$ cat src/shared/supervisor_defs.vh
/*
  Timing constants and field positions for the link fail supervisor.
  Assumes a 100 MHz core clock; included by bare name from core files.
*/
`ifndef SUPERVISOR_DEFS_VH
`define SUPERVISOR_DEFS_VH

// ----------------------------------------------------------------------
// Clock
// ----------------------------------------------------------------------
`define CLK_PERIOD_NS      10
`define CLK_PER_US         (1000 / `CLK_PERIOD_NS)
`define CLK_PER_MS         (1000000 / `CLK_PERIOD_NS)

// ----------------------------------------------------------------------
// Times as printed
// ----------------------------------------------------------------------
`define WD_SHORT_MS        32
`define WD_LONG_MS         128
`define IN_DGL_US          200
`define RST_DGL_US         10
`define CLK_DGL_NS         2000
`define CLK_LOW_HZ         100

// ----------------------------------------------------------------------
// Derived cycle counts
// ----------------------------------------------------------------------
`define WD_SHORT_CYC       (`WD_SHORT_MS * `CLK_PER_MS)
`define WD_LONG_CYC        (`WD_LONG_MS * `CLK_PER_MS)
`define IN_DGL_CYC         (`IN_DGL_US * `CLK_PER_US)
`define RST_DGL_CYC        (`RST_DGL_US * `CLK_PER_US)
`define CLK_DGL_CYC        (`CLK_DGL_NS / `CLK_PERIOD_NS)
`define CLK_LOW_CYC        (1000000000 / (`CLK_LOW_HZ * `CLK_PERIOD_NS))

// ----------------------------------------------------------------------
// Frame layout and status bits
// ----------------------------------------------------------------------
`define FRAME_BITS         16
`define TOGGLE_BIT_POS     15
`define CH6_BIT_POS        5
`define STAT7_SPI_FAILURE_FLAG_BIT     0
`define STAT7_FAIL_IN_BIT  1

`endif

$ cat src/core/sync2.v
/*
  Two-flop synchroniser for one level.
  Assumes the input is asynchronous to clk_i.
*/
`timescale 1ns/100ps
module sync2 #(
  parameter INIT = 1'b0
) (
  // Clock and reset
  input  wire clk_i,
  input  wire srst_i,
  input  wire ce_i,
  // Data
  input  wire d_i,
  output wire q_o
);
  reg meta_reg;
  reg sync_reg;

  always @(posedge clk_i) begin
    if (srst_i) begin
      meta_reg <= INIT;
      sync_reg <= INIT;
    end else if (ce_i) begin
      meta_reg <= d_i;
      sync_reg <= meta_reg;
    end
  end

  assign q_o = sync_reg;
endmodule // sync2

$ cat src/core/deglitch.v
/*
  Counter deglitcher: output follows input once the input has held a
  new level for RISE_CYC (rising) or FALL_CYC (falling) cycles.
  Assumes a synchronised input.
*/
`timescale 1ns/100ps
module deglitch #(
  parameter integer CNT_W    = 16,
  parameter integer RISE_CYC = 20000,
  parameter integer FALL_CYC = 20000,
  parameter         INIT     = 1'b0
) (
  // Clock and reset
  input  wire clk_i,
  input  wire srst_i,
  input  wire ce_i,
  // Data
  input  wire d_i,
  output wire q_o
);
  reg             q_reg;
  reg [CNT_W-1:0] cnt_reg;
  wire [CNT_W-1:0] lim = q_reg ? FALL_CYC[CNT_W-1:0] : RISE_CYC[CNT_W-1:0];

  always @(posedge clk_i) begin
    if (srst_i) begin
      q_reg   <= INIT;
      cnt_reg <= {CNT_W{1'b0}};
    end else if (ce_i) begin
      if (d_i == q_reg) begin
        cnt_reg <= {CNT_W{1'b0}};
      end else if (cnt_reg + 1'b1 >= lim) begin
        q_reg   <= d_i;
        cnt_reg <= {CNT_W{1'b0}};
      end else begin
        cnt_reg <= cnt_reg + 1'b1;
      end
    end
  end

  assign q_o = q_reg;
endmodule // deglitch

$ cat src/core/spi_link_fail_supervisor.v
/*
  Link fail supervisor: watches the serial link for toggle, timeout and
  length faults, filters the fail, direct, reset and clock inputs,
  detects a slow clock and steers channels and the external switch.
  Assumes serial pins and clock pin are asynchronous; the serial clock
  is sampled by clk_i, so it must be far slower than clk_i.
*/
`timescale 1ns/100ps
`include "supervisor_defs.vh"

// Operation
// RULE1 - Any link fault forces fail mode
// RULE2 - Untoggled watchdog bit is a link fault
// RULE3 - No valid frame within period: fault
// RULE4 - Chip-select bit count not multiple of sixteen
// RULE5 - Failure flag shown in status seven
// RULE6 - Flag held in fail, cleared leaving fail
// RULE7 - Stuck data or lost supply: toggle fault
// RULE8 - Fail and direct inputs deglitched symmetrically
// RULE9 - Filtered fail input requests fail mode
// RULE10 - Filtered direct input drives its channel
// RULE11 - Reset input deglitched on falling edge only
// RULE12 - Clock deglitched; too fast means failure
// RULE13 - Slow clock flagged after reset release
// RULE14 - Failed clock: outputs follow channel control
// RULE15 - Clock fail latched until gone and read
// RULE16 - External switch follows channel six, normal only
// RULE17 - External switch off in sleep, fail
// RULE18 - Fail mode: channels follow direct inputs
// RULE19 - Fail input level readable in status seven
// RULE20 - Filters and watchdog are timebase counters
module spi_link_fail_supervisor #(
  parameter integer CH_N        = 4,
  parameter integer WD_W        = 24,
  parameter integer WD_SHORT    = `WD_SHORT_CYC,
  parameter integer WD_LONG     = `WD_LONG_CYC,
  parameter integer CLK_LOW_CYC = `CLK_LOW_CYC
) (
  // Clock, reset, enable
  input  wire            clk_i,
  input  wire            srst_i,
  input  wire            ce_i,
  // Serial link pins
  input  wire            sclk_i,
  input  wire            cs_n_i,
  input  wire            sdi_i,
  // Direct pins
  input  wire            fail_mode_i,
  input  wire [CH_N-1:0] direct_channel_inputs_i,
  input  wire            reset_input_n_i,
  input  wire            ext_clock_i,
  // Configuration and status
  input  wire            watchdog_period_select_i,
  input  wire            sleep_i,
  input  wire [CH_N-1:0] channel_control_signal_i,
  input  wire [CH_N-1:0] pwm_channel_i,
  input  wire            quick_status1_read_i,
  output wire [15:0]     device_status7_o,
  output wire            spi_failure_flag_o,
  output wire            fail_mode_o,
  output wire            clock_fail_o,
  output wire [CH_N-1:0] channel_out_o,
  output wire            external_switch_control_o,
  // Received frame
  output wire [15:0]     frame_data_o,
  output wire            frame_valid_o
);

  // --------------------------------------------------------------------
  // Input synchronisers
  // --------------------------------------------------------------------
  wire sclk_s;
  wire cs_n_s;
  wire sdi_s;
  wire fail_s;
  wire rstn_s;
  wire eclk_s;
  wire [CH_N-1:0] din_s;

  sync2 u_sync_sclk (.clk_i(clk_i), .srst_i(srst_i), .ce_i(ce_i), .d_i(sclk_i),
                     .q_o(sclk_s));
  // Idle-high reset, so leaving reset is never taken as a frame end
  sync2 #(.INIT(1'b1)) u_sync_cs (.clk_i(clk_i), .srst_i(srst_i), .ce_i(ce_i),
                                  .d_i(cs_n_i), .q_o(cs_n_s));
  sync2 u_sync_sdi  (.clk_i(clk_i), .srst_i(srst_i), .ce_i(ce_i), .d_i(sdi_i),
                     .q_o(sdi_s));
  sync2 u_sync_fail (.clk_i(clk_i), .srst_i(srst_i), .ce_i(ce_i),
                     .d_i(fail_mode_i), .q_o(fail_s));
  sync2 u_sync_rstn (.clk_i(clk_i), .srst_i(srst_i), .ce_i(ce_i),
                     .d_i(reset_input_n_i), .q_o(rstn_s));
  sync2 u_sync_eclk (.clk_i(clk_i), .srst_i(srst_i), .ce_i(ce_i),
                     .d_i(ext_clock_i), .q_o(eclk_s));

  genvar gi;
  generate
    for (gi = 0; gi < CH_N; gi = gi + 1) begin : g_din
      sync2 u_sync_din (.clk_i(clk_i), .srst_i(srst_i), .ce_i(ce_i),
                        .d_i(direct_channel_inputs_i[gi]), .q_o(din_s[gi]));
    end
  endgenerate

  // --------------------------------------------------------------------
  // Deglitch filters
  // --------------------------------------------------------------------
  wire filtered_fail_request;
  wire [CH_N-1:0] filtered_direct_input;
  wire rstn_f;
  wire eclk_f;

  deglitch #(.CNT_W(16), .RISE_CYC(`IN_DGL_CYC), .FALL_CYC(`IN_DGL_CYC),
             .INIT(1'b0)) u_dgl_fail ( // RULE8 RULE9 RULE20
    .clk_i(clk_i), .srst_i(srst_i), .ce_i(ce_i),
    .d_i(fail_s), .q_o(filtered_fail_request));

  generate
    for (gi = 0; gi < CH_N; gi = gi + 1) begin : g_dgl
      deglitch #(.CNT_W(16), .RISE_CYC(`IN_DGL_CYC), .FALL_CYC(`IN_DGL_CYC),
                 .INIT(1'b0)) u_dgl_din ( // RULE8 RULE10
        .clk_i(clk_i), .srst_i(srst_i), .ce_i(ce_i),
        .d_i(din_s[gi]), .q_o(filtered_direct_input[gi]));
    end
  endgenerate

  // Rising edge passes after one cycle; falling edge waits out the filter
  deglitch #(.CNT_W(16), .RISE_CYC(1), .FALL_CYC(`RST_DGL_CYC),
             .INIT(1'b0)) u_dgl_rst ( // RULE11
    .clk_i(clk_i), .srst_i(srst_i), .ce_i(ce_i),
    .d_i(rstn_s), .q_o(rstn_f));

  // Too-fast clock never settles here, so it looks like a stopped clock
  deglitch #(.CNT_W(16), .RISE_CYC(`CLK_DGL_CYC), .FALL_CYC(`CLK_DGL_CYC),
             .INIT(1'b0)) u_dgl_clk ( // RULE12
    .clk_i(clk_i), .srst_i(srst_i), .ce_i(ce_i),
    .d_i(eclk_s), .q_o(eclk_f));

  // --------------------------------------------------------------------
  // Serial frame receiver
  // --------------------------------------------------------------------
  reg        sclk_d_reg;
  reg        cs_n_d_reg;
  reg [15:0] shift_reg;
  reg [3:0]  bit_cnt_reg;
  reg        any_bits_reg;
  reg        last_toggle_reg;
  reg        toggle_seen_reg;
  reg [15:0] frame_reg;
  reg        frame_valid_reg;
  reg        frame_event_reg;
  reg        frame_ok_reg;

  wire sclk_rise  = sclk_s & ~sclk_d_reg;
  wire cs_rise    = cs_n_s & ~cs_n_d_reg;
  wire len_ok     = (bit_cnt_reg == 4'h0) & any_bits_reg; // RULE4
  // Stuck data or dead supply keeps the bit equal across frames
  wire toggle_ok  = ~toggle_seen_reg |
                    (shift_reg[`TOGGLE_BIT_POS] != last_toggle_reg); // RULE2 RULE7

  always @(posedge clk_i) begin
    if (srst_i) begin
      sclk_d_reg      <= 1'b0;
      cs_n_d_reg      <= 1'b1;
      shift_reg       <= 16'h0000;
      bit_cnt_reg     <= 4'h0;
      any_bits_reg    <= 1'b0;
      last_toggle_reg <= 1'b0;
      toggle_seen_reg <= 1'b0;
      frame_reg       <= 16'h0000;
      frame_valid_reg <= 1'b0;
      frame_event_reg <= 1'b0;
      frame_ok_reg    <= 1'b0;
    end else if (ce_i) begin
      sclk_d_reg      <= sclk_s;
      cs_n_d_reg      <= cs_n_s;
      frame_valid_reg <= 1'b0;
      frame_event_reg <= 1'b0;
      if (!cs_n_s && sclk_rise) begin
        shift_reg    <= {shift_reg[14:0], sdi_s};
        bit_cnt_reg  <= bit_cnt_reg + 4'h1;
        any_bits_reg <= 1'b1;
      end
      if (cs_rise) begin
        frame_event_reg <= 1'b1;
        frame_ok_reg    <= len_ok & toggle_ok;
        bit_cnt_reg     <= 4'h0;
        any_bits_reg    <= 1'b0;
        if (len_ok) begin
          last_toggle_reg <= shift_reg[`TOGGLE_BIT_POS];
          toggle_seen_reg <= 1'b1;
          frame_valid_reg <= toggle_ok;
          // Rejected frames never reach the switch setting
          if (toggle_ok) begin
            frame_reg <= shift_reg;
          end
        end
      end
    end
  end

  // --------------------------------------------------------------------
  // Watchdog timer
  // --------------------------------------------------------------------
  reg  [WD_W-1:0] wd_cnt_reg;
  wire [WD_W-1:0] wd_lim = watchdog_period_select_i ? WD_LONG[WD_W-1:0]
                                                    : WD_SHORT[WD_W-1:0];
  wire wd_expire = (wd_cnt_reg >= wd_lim - 1'b1); // RULE3

  always @(posedge clk_i) begin
    if (srst_i) begin
      wd_cnt_reg <= {WD_W{1'b0}};
    end else if (ce_i) begin
      if (frame_valid_reg || wd_expire) begin
        wd_cnt_reg <= {WD_W{1'b0}}; // RULE20
      end else begin
        wd_cnt_reg <= wd_cnt_reg + 1'b1;
      end
    end
  end

  // --------------------------------------------------------------------
  // Mode state machine
  // --------------------------------------------------------------------
  localparam [1:0] ST_NORMAL = 2'b01;
  localparam [1:0] ST_FAIL   = 2'b10;

  reg [1:0] state_reg;
  reg [1:0] state_next;
  reg       spi_failure_flag_reg;

  wire link_fault = (frame_event_reg & ~frame_ok_reg) | wd_expire;

  always @* begin
    state_next = state_reg;
    case (state_reg)
      ST_NORMAL: begin
        if (link_fault || filtered_fail_request) begin
          state_next = ST_FAIL; // RULE1 RULE9
        end
      end
      ST_FAIL: begin
        // Leave only on a good frame with the fail input released
        if (frame_valid_reg && !filtered_fail_request) begin
          state_next = ST_NORMAL;
        end
      end
      default: begin
        state_next = ST_FAIL;
      end
    endcase
  end

  always @(posedge clk_i) begin
    if (srst_i) begin
      state_reg            <= ST_NORMAL;
      spi_failure_flag_reg <= 1'b0;
    end else if (ce_i) begin
      state_reg <= state_next;
      if (state_reg == ST_NORMAL && link_fault) begin
        spi_failure_flag_reg <= 1'b1; // RULE5
      end else if (state_reg == ST_FAIL && state_next == ST_NORMAL) begin
        spi_failure_flag_reg <= 1'b0; // RULE6
      end
    end
  end

  wire in_fail = (state_reg == ST_FAIL);

  // --------------------------------------------------------------------
  // Clock failure monitor
  // --------------------------------------------------------------------
  reg        eclk_d_reg;
  reg        rstn_d_reg;
  reg        mon_en_reg;
  reg [23:0] period_cnt_reg;
  reg        clk_bad_reg;
  reg        clock_fail_reg;

  wire eclk_rise = eclk_f & ~eclk_d_reg;
  wire rst_rise  = rstn_f & ~rstn_d_reg;

  always @(posedge clk_i) begin
    if (srst_i) begin
      eclk_d_reg     <= 1'b0;
      rstn_d_reg     <= 1'b0;
      mon_en_reg     <= 1'b0;
      period_cnt_reg <= 24'h000000;
      clk_bad_reg    <= 1'b0;
      clock_fail_reg <= 1'b0;
    end else if (ce_i) begin
      eclk_d_reg <= eclk_f;
      rstn_d_reg <= rstn_f;
      if (!rstn_f) begin
        mon_en_reg <= 1'b0;
      end else if (rst_rise) begin
        mon_en_reg <= 1'b1; // RULE13
      end
      if (rst_rise || eclk_rise) begin
        period_cnt_reg <= 24'h000000;
        clk_bad_reg    <= 1'b0;
      end else if (mon_en_reg) begin
        if (period_cnt_reg >= CLK_LOW_CYC[23:0] - 24'h000001) begin
          clk_bad_reg <= 1'b1; // RULE13
        end else begin
          period_cnt_reg <= period_cnt_reg + 24'h000001;
        end
      end
      // Set wins over a read in the same cycle
      if (mon_en_reg && clk_bad_reg) begin
        clock_fail_reg <= 1'b1;
      end else if (quick_status1_read_i) begin
        clock_fail_reg <= 1'b0; // RULE15
      end
    end
  end

  // --------------------------------------------------------------------
  // Output steering
  // --------------------------------------------------------------------
  reg [CH_N-1:0] channel_out_reg;
  reg            ext_sw_reg;

  always @(posedge clk_i) begin
    if (srst_i) begin
      channel_out_reg <= {CH_N{1'b0}};
      ext_sw_reg      <= 1'b0;
    end else if (ce_i) begin
      if (in_fail) begin
        channel_out_reg <= filtered_direct_input; // RULE18 RULE10
      end else if (clk_bad_reg) begin
        channel_out_reg <= channel_control_signal_i; // RULE14
      end else begin
        channel_out_reg <= pwm_channel_i; // RULE14
      end
      if (in_fail || sleep_i) begin
        ext_sw_reg <= 1'b0; // RULE17
      end else begin
        // Last accepted setting returns after fail or sleep
        ext_sw_reg <= frame_reg[`CH6_BIT_POS]; // RULE16
      end
    end
  end

  assign channel_out_o             = channel_out_reg;
  assign external_switch_control_o = ext_sw_reg;
  assign spi_failure_flag_o        = spi_failure_flag_reg;
  assign fail_mode_o               = in_fail;
  assign clock_fail_o              = clock_fail_reg;
  assign frame_data_o              = frame_reg;
  assign frame_valid_o             = frame_valid_reg;
  assign device_status7_o          = {14'h0000, fail_s,
                                      spi_failure_flag_reg}; // RULE5 RULE19

endmodule // spi_link_fail_supervisor

$ cat config.mk
export PLATFORM = sky130hd
export DESIGN_NAME = spi_link_fail_supervisor
export DESIGN_NICKNAME = d
export VERILOG_FILES = /design/src/core/sync2.v /design/src/core/deglitch.v /design/src/core/spi_link_fail_supervisor.v
export VERILOG_INCLUDE_DIRS = /design/src /design/src/shared
export SDC_FILE = /design/constraint.sdc
export NUM_CORES = 1
export LEC_CHECK = 0
export ABC_AREA = 1
export CAP_MARGIN = 20
export CORE_UTILIZATION = 40
export DETAILED_ROUTE_END_ITERATION = 12
export DONT_BUFFER_PORTS = 1
export PLACE_DENSITY = 0.58
export SYNTH_ARGS = -nofsm -noshare
export SYNTH_HDL_FRONTEND = slang
export SYNTH_HIERARCHICAL = 1
export SYNTH_SLANG_ARGS = --single-unit
$ cat constraint.sdc
create_clock -name clk_i -period 3.8 [get_ports clk_i]
set_input_delay 0.19 -clock clk_i [delete_from_list [all_inputs] [get_ports clk_i]]
set_output_delay 0.19 -clock clk_i [all_outputs]
set_load 0.02 [all_outputs]
# --- Word-level counts from Yosys, hierarchy flattened ---
# Index checks and enable logic that the tools add are counted.
word_totals:
  reg_bits: 244
  in_bits: 24
  elab_cells: 187
op_classes:
  addsub: 11
  order_cmp: 9
  n_eq_ne: 13
  mux: 42
  bitwise_logic: 22
  n_reduce_logical: 34
ops:
  columns: ["op", "count"]
  rows:
  - ["16-bit 2-to-1 mux", 14]
  - ["24-bit 2-to-1 mux", 5]
  - ["16-bit by 1-bit adder with 16-bit output (second input constant)", 7]
  - ["16-bit by 15-bit greater-or-equal comparator with 1-bit output (second input constant)", 5]
  - ["24-bit by 1-bit adder with 24-bit output (second input constant)", 2]
  - ["3-bit AND reduction", 10]
  - ["24-bit by 20-bit greater-or-equal comparator with 1-bit output (second input constant)", 1]
  - ["24-bit greater-or-equal comparator", 1]
  - ["24-bit by 1-bit subtractor with 24-bit output (second input constant)", 1]
  - ["16-bit greater-or-equal comparator", 1]
  - ["16-bit by 8-bit greater-or-equal comparator with 1-bit output (second input constant)", 1]
  - ["4-bit 2-to-1 mux", 4]
  - ["1-bit 2-to-1 mux", 15]
  - ["1-bit inverter", 13]
  - ["2-bit AND reduction", 6]
  - ["10-bit 2-to-1 mux", 1]
  - ["2-bit nonzero test", 5]
  - ["1-bit bitwise AND", 7]
  - ["1-bit equality test", 7]
  - ["1-bit logical AND", 5]
  - ["4-bit by 1-bit adder with 4-bit output (second input constant)", 1]
  - ["2-bit by 1-bit equality test with 1-bit output (second input constant)", 2]
  - ["4-bit zero test", 1]
  - ["1-bit logical OR", 4]
  - ["other kinds (8)", 12]

# --- Longest topological paths before layout ---
depth:
  word_depth: 11
  mapped_depth: 16
  mapped_depth_nobuf: 16

# --- Cells and area by module ---
# Netlist, hierarchy kept.
modules_own_cells:
  columns: ["mod", "n_inst", "cells_each", "area_per_inst_um2"]
  rows:
  - ["deglitch (g_dgl[0].u_dgl_din ...)", 5, 177, 1161.1]
  - ["spi_link_fail_supervisor", 1, 737, 5205.0]
  - ["deglitch (u_dgl_rst)", 1, 174, 1237.4]
  - ["deglitch (u_dgl_clk)", 1, 164, 1084.8]
  - ["sync2 (g_din[0].u_sync_din ...)", 9, 13, 83.8]
  - ["sync2 (u_sync_cs)", 1, 10, 72.6]

# --- Worst setup path before layout ---
# No wires, ideal clock.
synth_path:
  kind: "reg-to-reg"
  startpoint: "reg u_dgl_rst.cnt_reg[0]"
  endpoint: "reg u_dgl_rst.cnt_reg[0]"
  setup_ps: 67
  arrival_ps: 1986
  slack_ps: 1748
  path_stages_with_launch: 12
  cell_sequence: "dfxtp_1 > ha_1 > nand3_2 > nor2_4 > nand2_1 > xor2_1 > ha_1 > a21oi_1 > nand3_2 > nor2_4 > nand3b_4 > a21oi_2"
synth_between:
  elab_chain_cells: 4
synth_lines:
  columns: ["element", "line_no", "source"]
  rows:
  - ["start: declaration", "deglitch.v:22", "reg [CNT_W-1:0] cnt_reg;"]
  - ["start signal: assignment", "deglitch.v:28", "cnt_reg <= {CNT_W{1'b0}};"]
  - ["start signal: assignment", "deglitch.v:31", "cnt_reg <= {CNT_W{1'b0}};"]
  - ["start signal: assignment", "deglitch.v:34", "cnt_reg <= {CNT_W{1'b0}};"]
  - ["16-bit by 1-bit adder with 16-bit output (*)", "deglitch.v:32, deglitch.v:36", null]
  - ["16-bit greater-or-equal comparator", "deglitch.v:32", "end else if (cnt_reg + 1'b1 >= lim) begin"]
  - ["16-bit 2-to-1 mux (*)", "deglitch.v:32", null]
  - ["16-bit 2-to-1 mux (*)", "deglitch.v:30", "if (d_i == q_reg) begin"]
# Mark *: on every way between the ends. The rest lies on a longest branch, timed or not.
# A chain may end at the register's enable or synchronous reset.

# --- Final worst setup path ---
layout_path:
  startpoint: "reg period_cnt_reg[0]"
  endpoint: "reg period_cnt_reg[12]"
layout_between:
  elab_chain_cells: 4
  word_cells_on_any_way: 7
  classes_between: "1 x add/sub; 1 x order compare; 1 x eq/ne; 3 x mux; 1 x reduce/logical"
layout_lines:
  columns: ["element", "line_no", "source"]
  rows:
  - ["start: declaration", "spi_link_fail_supervisor.v:273", "reg [23:0] period_cnt_reg;"]
  - ["start signal: assignment", "spi_link_fail_supervisor.v:303", "period_cnt_reg <= period_cnt_reg + 24'h000001;"]
  - ["24-bit by 1-bit adder with 24-bit output", "spi_link_fail_supervisor.v:303", null]
  - ["24-bit 2-to-1 mux", "spi_link_fail_supervisor.v:300", "if (period_cnt_reg >= CLK_LOW_CYC[23:0] - 24'h000001) begin"]
  - ["24-bit 2-to-1 mux", "spi_link_fail_supervisor.v:299", "end else if (mon_en_reg) begin"]
  - ["24-bit 2-to-1 mux", "spi_link_fail_supervisor.v:296", "if (rst_rise || eclk_rise) begin"]
# Parallel ways exist; a longest one is shown, timed or not. The select of a mux whose other input is x is not followed.

==> metrics.yaml <==
vias: 12950
grt_usage_pct: 18.63
required_ns: 4.26
path_depth: 12
fillCellCount: 3563
syn_area_per_cell_um2: 6.785
finalSetupTns_ns: 0
worstReg2RegStart: "period_cnt_reg[0]$_SDFFE_PP0P_"
critPathLaunch: "period_cnt_reg[0]$_SDFFE_PP0P_"
synth_warnings: 6
cts.sinks: 244
fmax_mhz: 375.6
p_seq_share_pct: 44.1
setup_violations: 0
drv_slew: 0
finalWeightedCongestion: 0.9006
seq_area_frac_synth_pct: 34.50
critPathMostFrequentCell: "nand2_1"
p_sw_uw: 1453
end_kind: "flop"
drv_cap: 0
p_leak_uw: 0.006105
p_int_uw: 4515
path_cells: "ha_1 -> nand3_1 -> nor2_1 -> nor3_1 -> o21ai_2 -> nor2_4 -> nor2_4 -> clkinv_2 -> nand2_1 -> nand2_1 -> nand2_1 -> nor2_1"
first_global_vias: 11960
arrival_ns: 3.13
dieArea_um2: 36160
critPathTopFamily: "simple AND/OR/NAND/NOR gates"
overflow: 0
critPathLaunchType: "flop"
clock_skew_ns: 0.01668
io_pins: 65
fin_crit_ns: 2.663
cts_buffers: 30
hold_depth: 4
dp_hpwl_mm: 22.72
h-tree-depth: 1
drt-initial-drc-count: 740
peakVddDrop_mv: 0.3339
clkPwrFrac_pct: 50.1
grt_pass1_wl_mm: 56.87
ant_nets: 0
drc: 0
power_density_nw_per_um2: 378.0
firstDrtPassIters: 5
clkTransAtPathRegs_ns: 0.06
final_cell_mix: "556 x nand2_1, 290 x nor2_1, 244 x dfxtp_1"
grt_start_max_net_pins: 74
coreArea_um2: 34710
final_common_cell: "nand2_1"
r2r_cells: 12
swShare_pct: 24.35
die_w_um: 190.1
die_y_um: 190.1
slew_headroom_pct: 45.40
drive_above_1_share_pct: 11.51
preCtsSetupSlack_ns: 1.118
clk_latency_ns: 0.56
run_status: "finished clean"
critPathKind: "reg -> reg"
tritoncts: "done"
hold_class: "in -> reg"
routed_wl_mm: 33.51
largest_register_ffs: 64
hold_start: "channel_control_signal_i[3]"
portBuffers: 0
nets: 2158
row_count: 68
cpMaxStageDelayCell: "dfxtp_1"
vias_per_cell: 5.013
combPwrFrac_pct: 5.8
start_util_pct: 40.79
cts_max_path_buffers: 3
worst_pin_slew_ns: 0.8190
diodes: 0
area_growth_pct: 11.51
fin_ws_ns: 1.137
ys_ff_latch: 244
hold_viol_final: 0
synth_cells: 2087
slowest_delay_ns: 0.44
synthesis.area_um2: 14160
rsz0062_at_grt: "no"
min_period_over_period_pct: 70.07
ys_types: 47
crit_buf_inv: 1
post-cts-setup-buffers: 0
path_max_fanout: 21
antenna_found_initial: 0
wire_per_inst_um: 12.97
cts_root_buf: "clkbuf_16"
-- worst min-delay path: stages --
cell,delay [ns]
inv_1,0.03
nand2_1,0.04
o211ai_1,0.17
a21oi_1,0.10
-- path summary, 6_finish.rpt --
check | slack (ns) | end
min | 0.02 | channel_out_o[3]$_SDFFE_PP0P_
max reg2reg | 1.14 | period_cnt_reg[12]$_SDFFE_PP0P_
min reg2reg | 0.45 | period_cnt_reg[23]$_SDFFE_PP0P_
max | 1.14 | period_cnt_reg[12]$_SDFFE_PP0P_
-- cell families after synthesis --
group / Yosys count / share of synthesized area (%)
simple gates: 1207 / 38.50
flops: 244 / 34.50
fa+ha+maj: 30 / 2.651
xor+xnor: 36 / 2.227
other cells: 1 / 0.02648
compound gates: 259 / 12.94
buf+inv: 310 / 9.163
-- power groups by stage --
stage	Combinational, uW	Clock, uW	Sequential [uW]
2_1_floorplan	262	0	2680
3_3_place_gp	289	0	2690
3_5_place_dp	295	0	2690
4_1_cts	351	3080	2630
5_1_grt	391	3200	2630
6_report	348	2990	2630
-- cells in the mapped netlist, drive strengths merged --
| master | instances | share of area (%) |
|---|---|---|
| a211oi | 1 | 0.053 |
| a21oi | 91 | 3.5 |
| a31o | 1 | 0.062 |
| a31oi | 2 | 0.088 |
| and2 | 2 | 0.088 |
| and3 | 1 | 0.044 |
| buf | 32 | 1.8 |
| clkbuf | 24 | 0.64 |
| clkinv | 10 | 0.27 |
| conb | 1 | 0.026 |
| dfxtp | 244 | 34 |
| ha | 30 | 2.7 |
| inv | 244 | 6.5 |
| nand2 | 580 | 16 |
| nand3 | 164 | 6.5 |
| nand3b | 2 | 0.28 |
| nand4 | 67 | 3.0 |
| nor2 | 343 | 11 |
| nor3 | 35 | 1.4 |
| nor3b | 4 | 0.25 |
| nor4 | 7 | 0.31 |
| o211ai | 7 | 0.37 |
| o21ai | 95 | 3.8 |
| o21bai | 8 | 0.42 |
| o22ai | 54 | 4.7 |
| or2 | 2 | 0.088 |
| xnor2 | 7 | 0.43 |
| xor2 | 29 | 1.8 |
-- per-layer routing --
layer | global-route usage [%] | up-vias | routed length (um)
li1 | - | 6776 | -
met1 | 24.93 | 5927 | 16310
met2 | 31.11 | 202 | 15170
met3 | 2.804 | 43 | 1337
met4 | 4.923 | 0 | 691
met5 | 0 | - | 0
-- what timing repair did --
item                                   CTS  global route
resized for setup                        0             0
hold buffers                            23             0
endpoints found under the hold margin  112             0
-- layout make-up --
cell class / instances / area, um^2 / area share [%]
tap: 455 / 569.3 / 3.605
clock buffer: 38 / 830.8 / 5.262
sequential: 244 / 4885 / 30.94
multi-input combinational: 1546 / 8031 / 50.86
inverter: 254 / 954.7 / 6.046
timing repair buffer: 28 / 302.8 / 1.918
clock inverter: 18 / 216.5 / 1.371
-- metrics by stage --
step           hold slack (ns)  utilization, %  std cells  instance area (um^2)  power (uW)
4_1_cts               0.004947           45.49       2583                 15790        6065
2_1_floorplan           0.2591               -       2100                 14210        2939
3_5_place_dp            0.2799           41.71       2504                 14480        2982
5_1_grt                0.02801           45.49       2583                 15790        6225
6_report               0.01857           45.49       2583                 15790        5969
3_3_place_gp            0.2782           41.71       2504                 14480        2975
No activity file was read; power rests on OpenSTA's default activity.
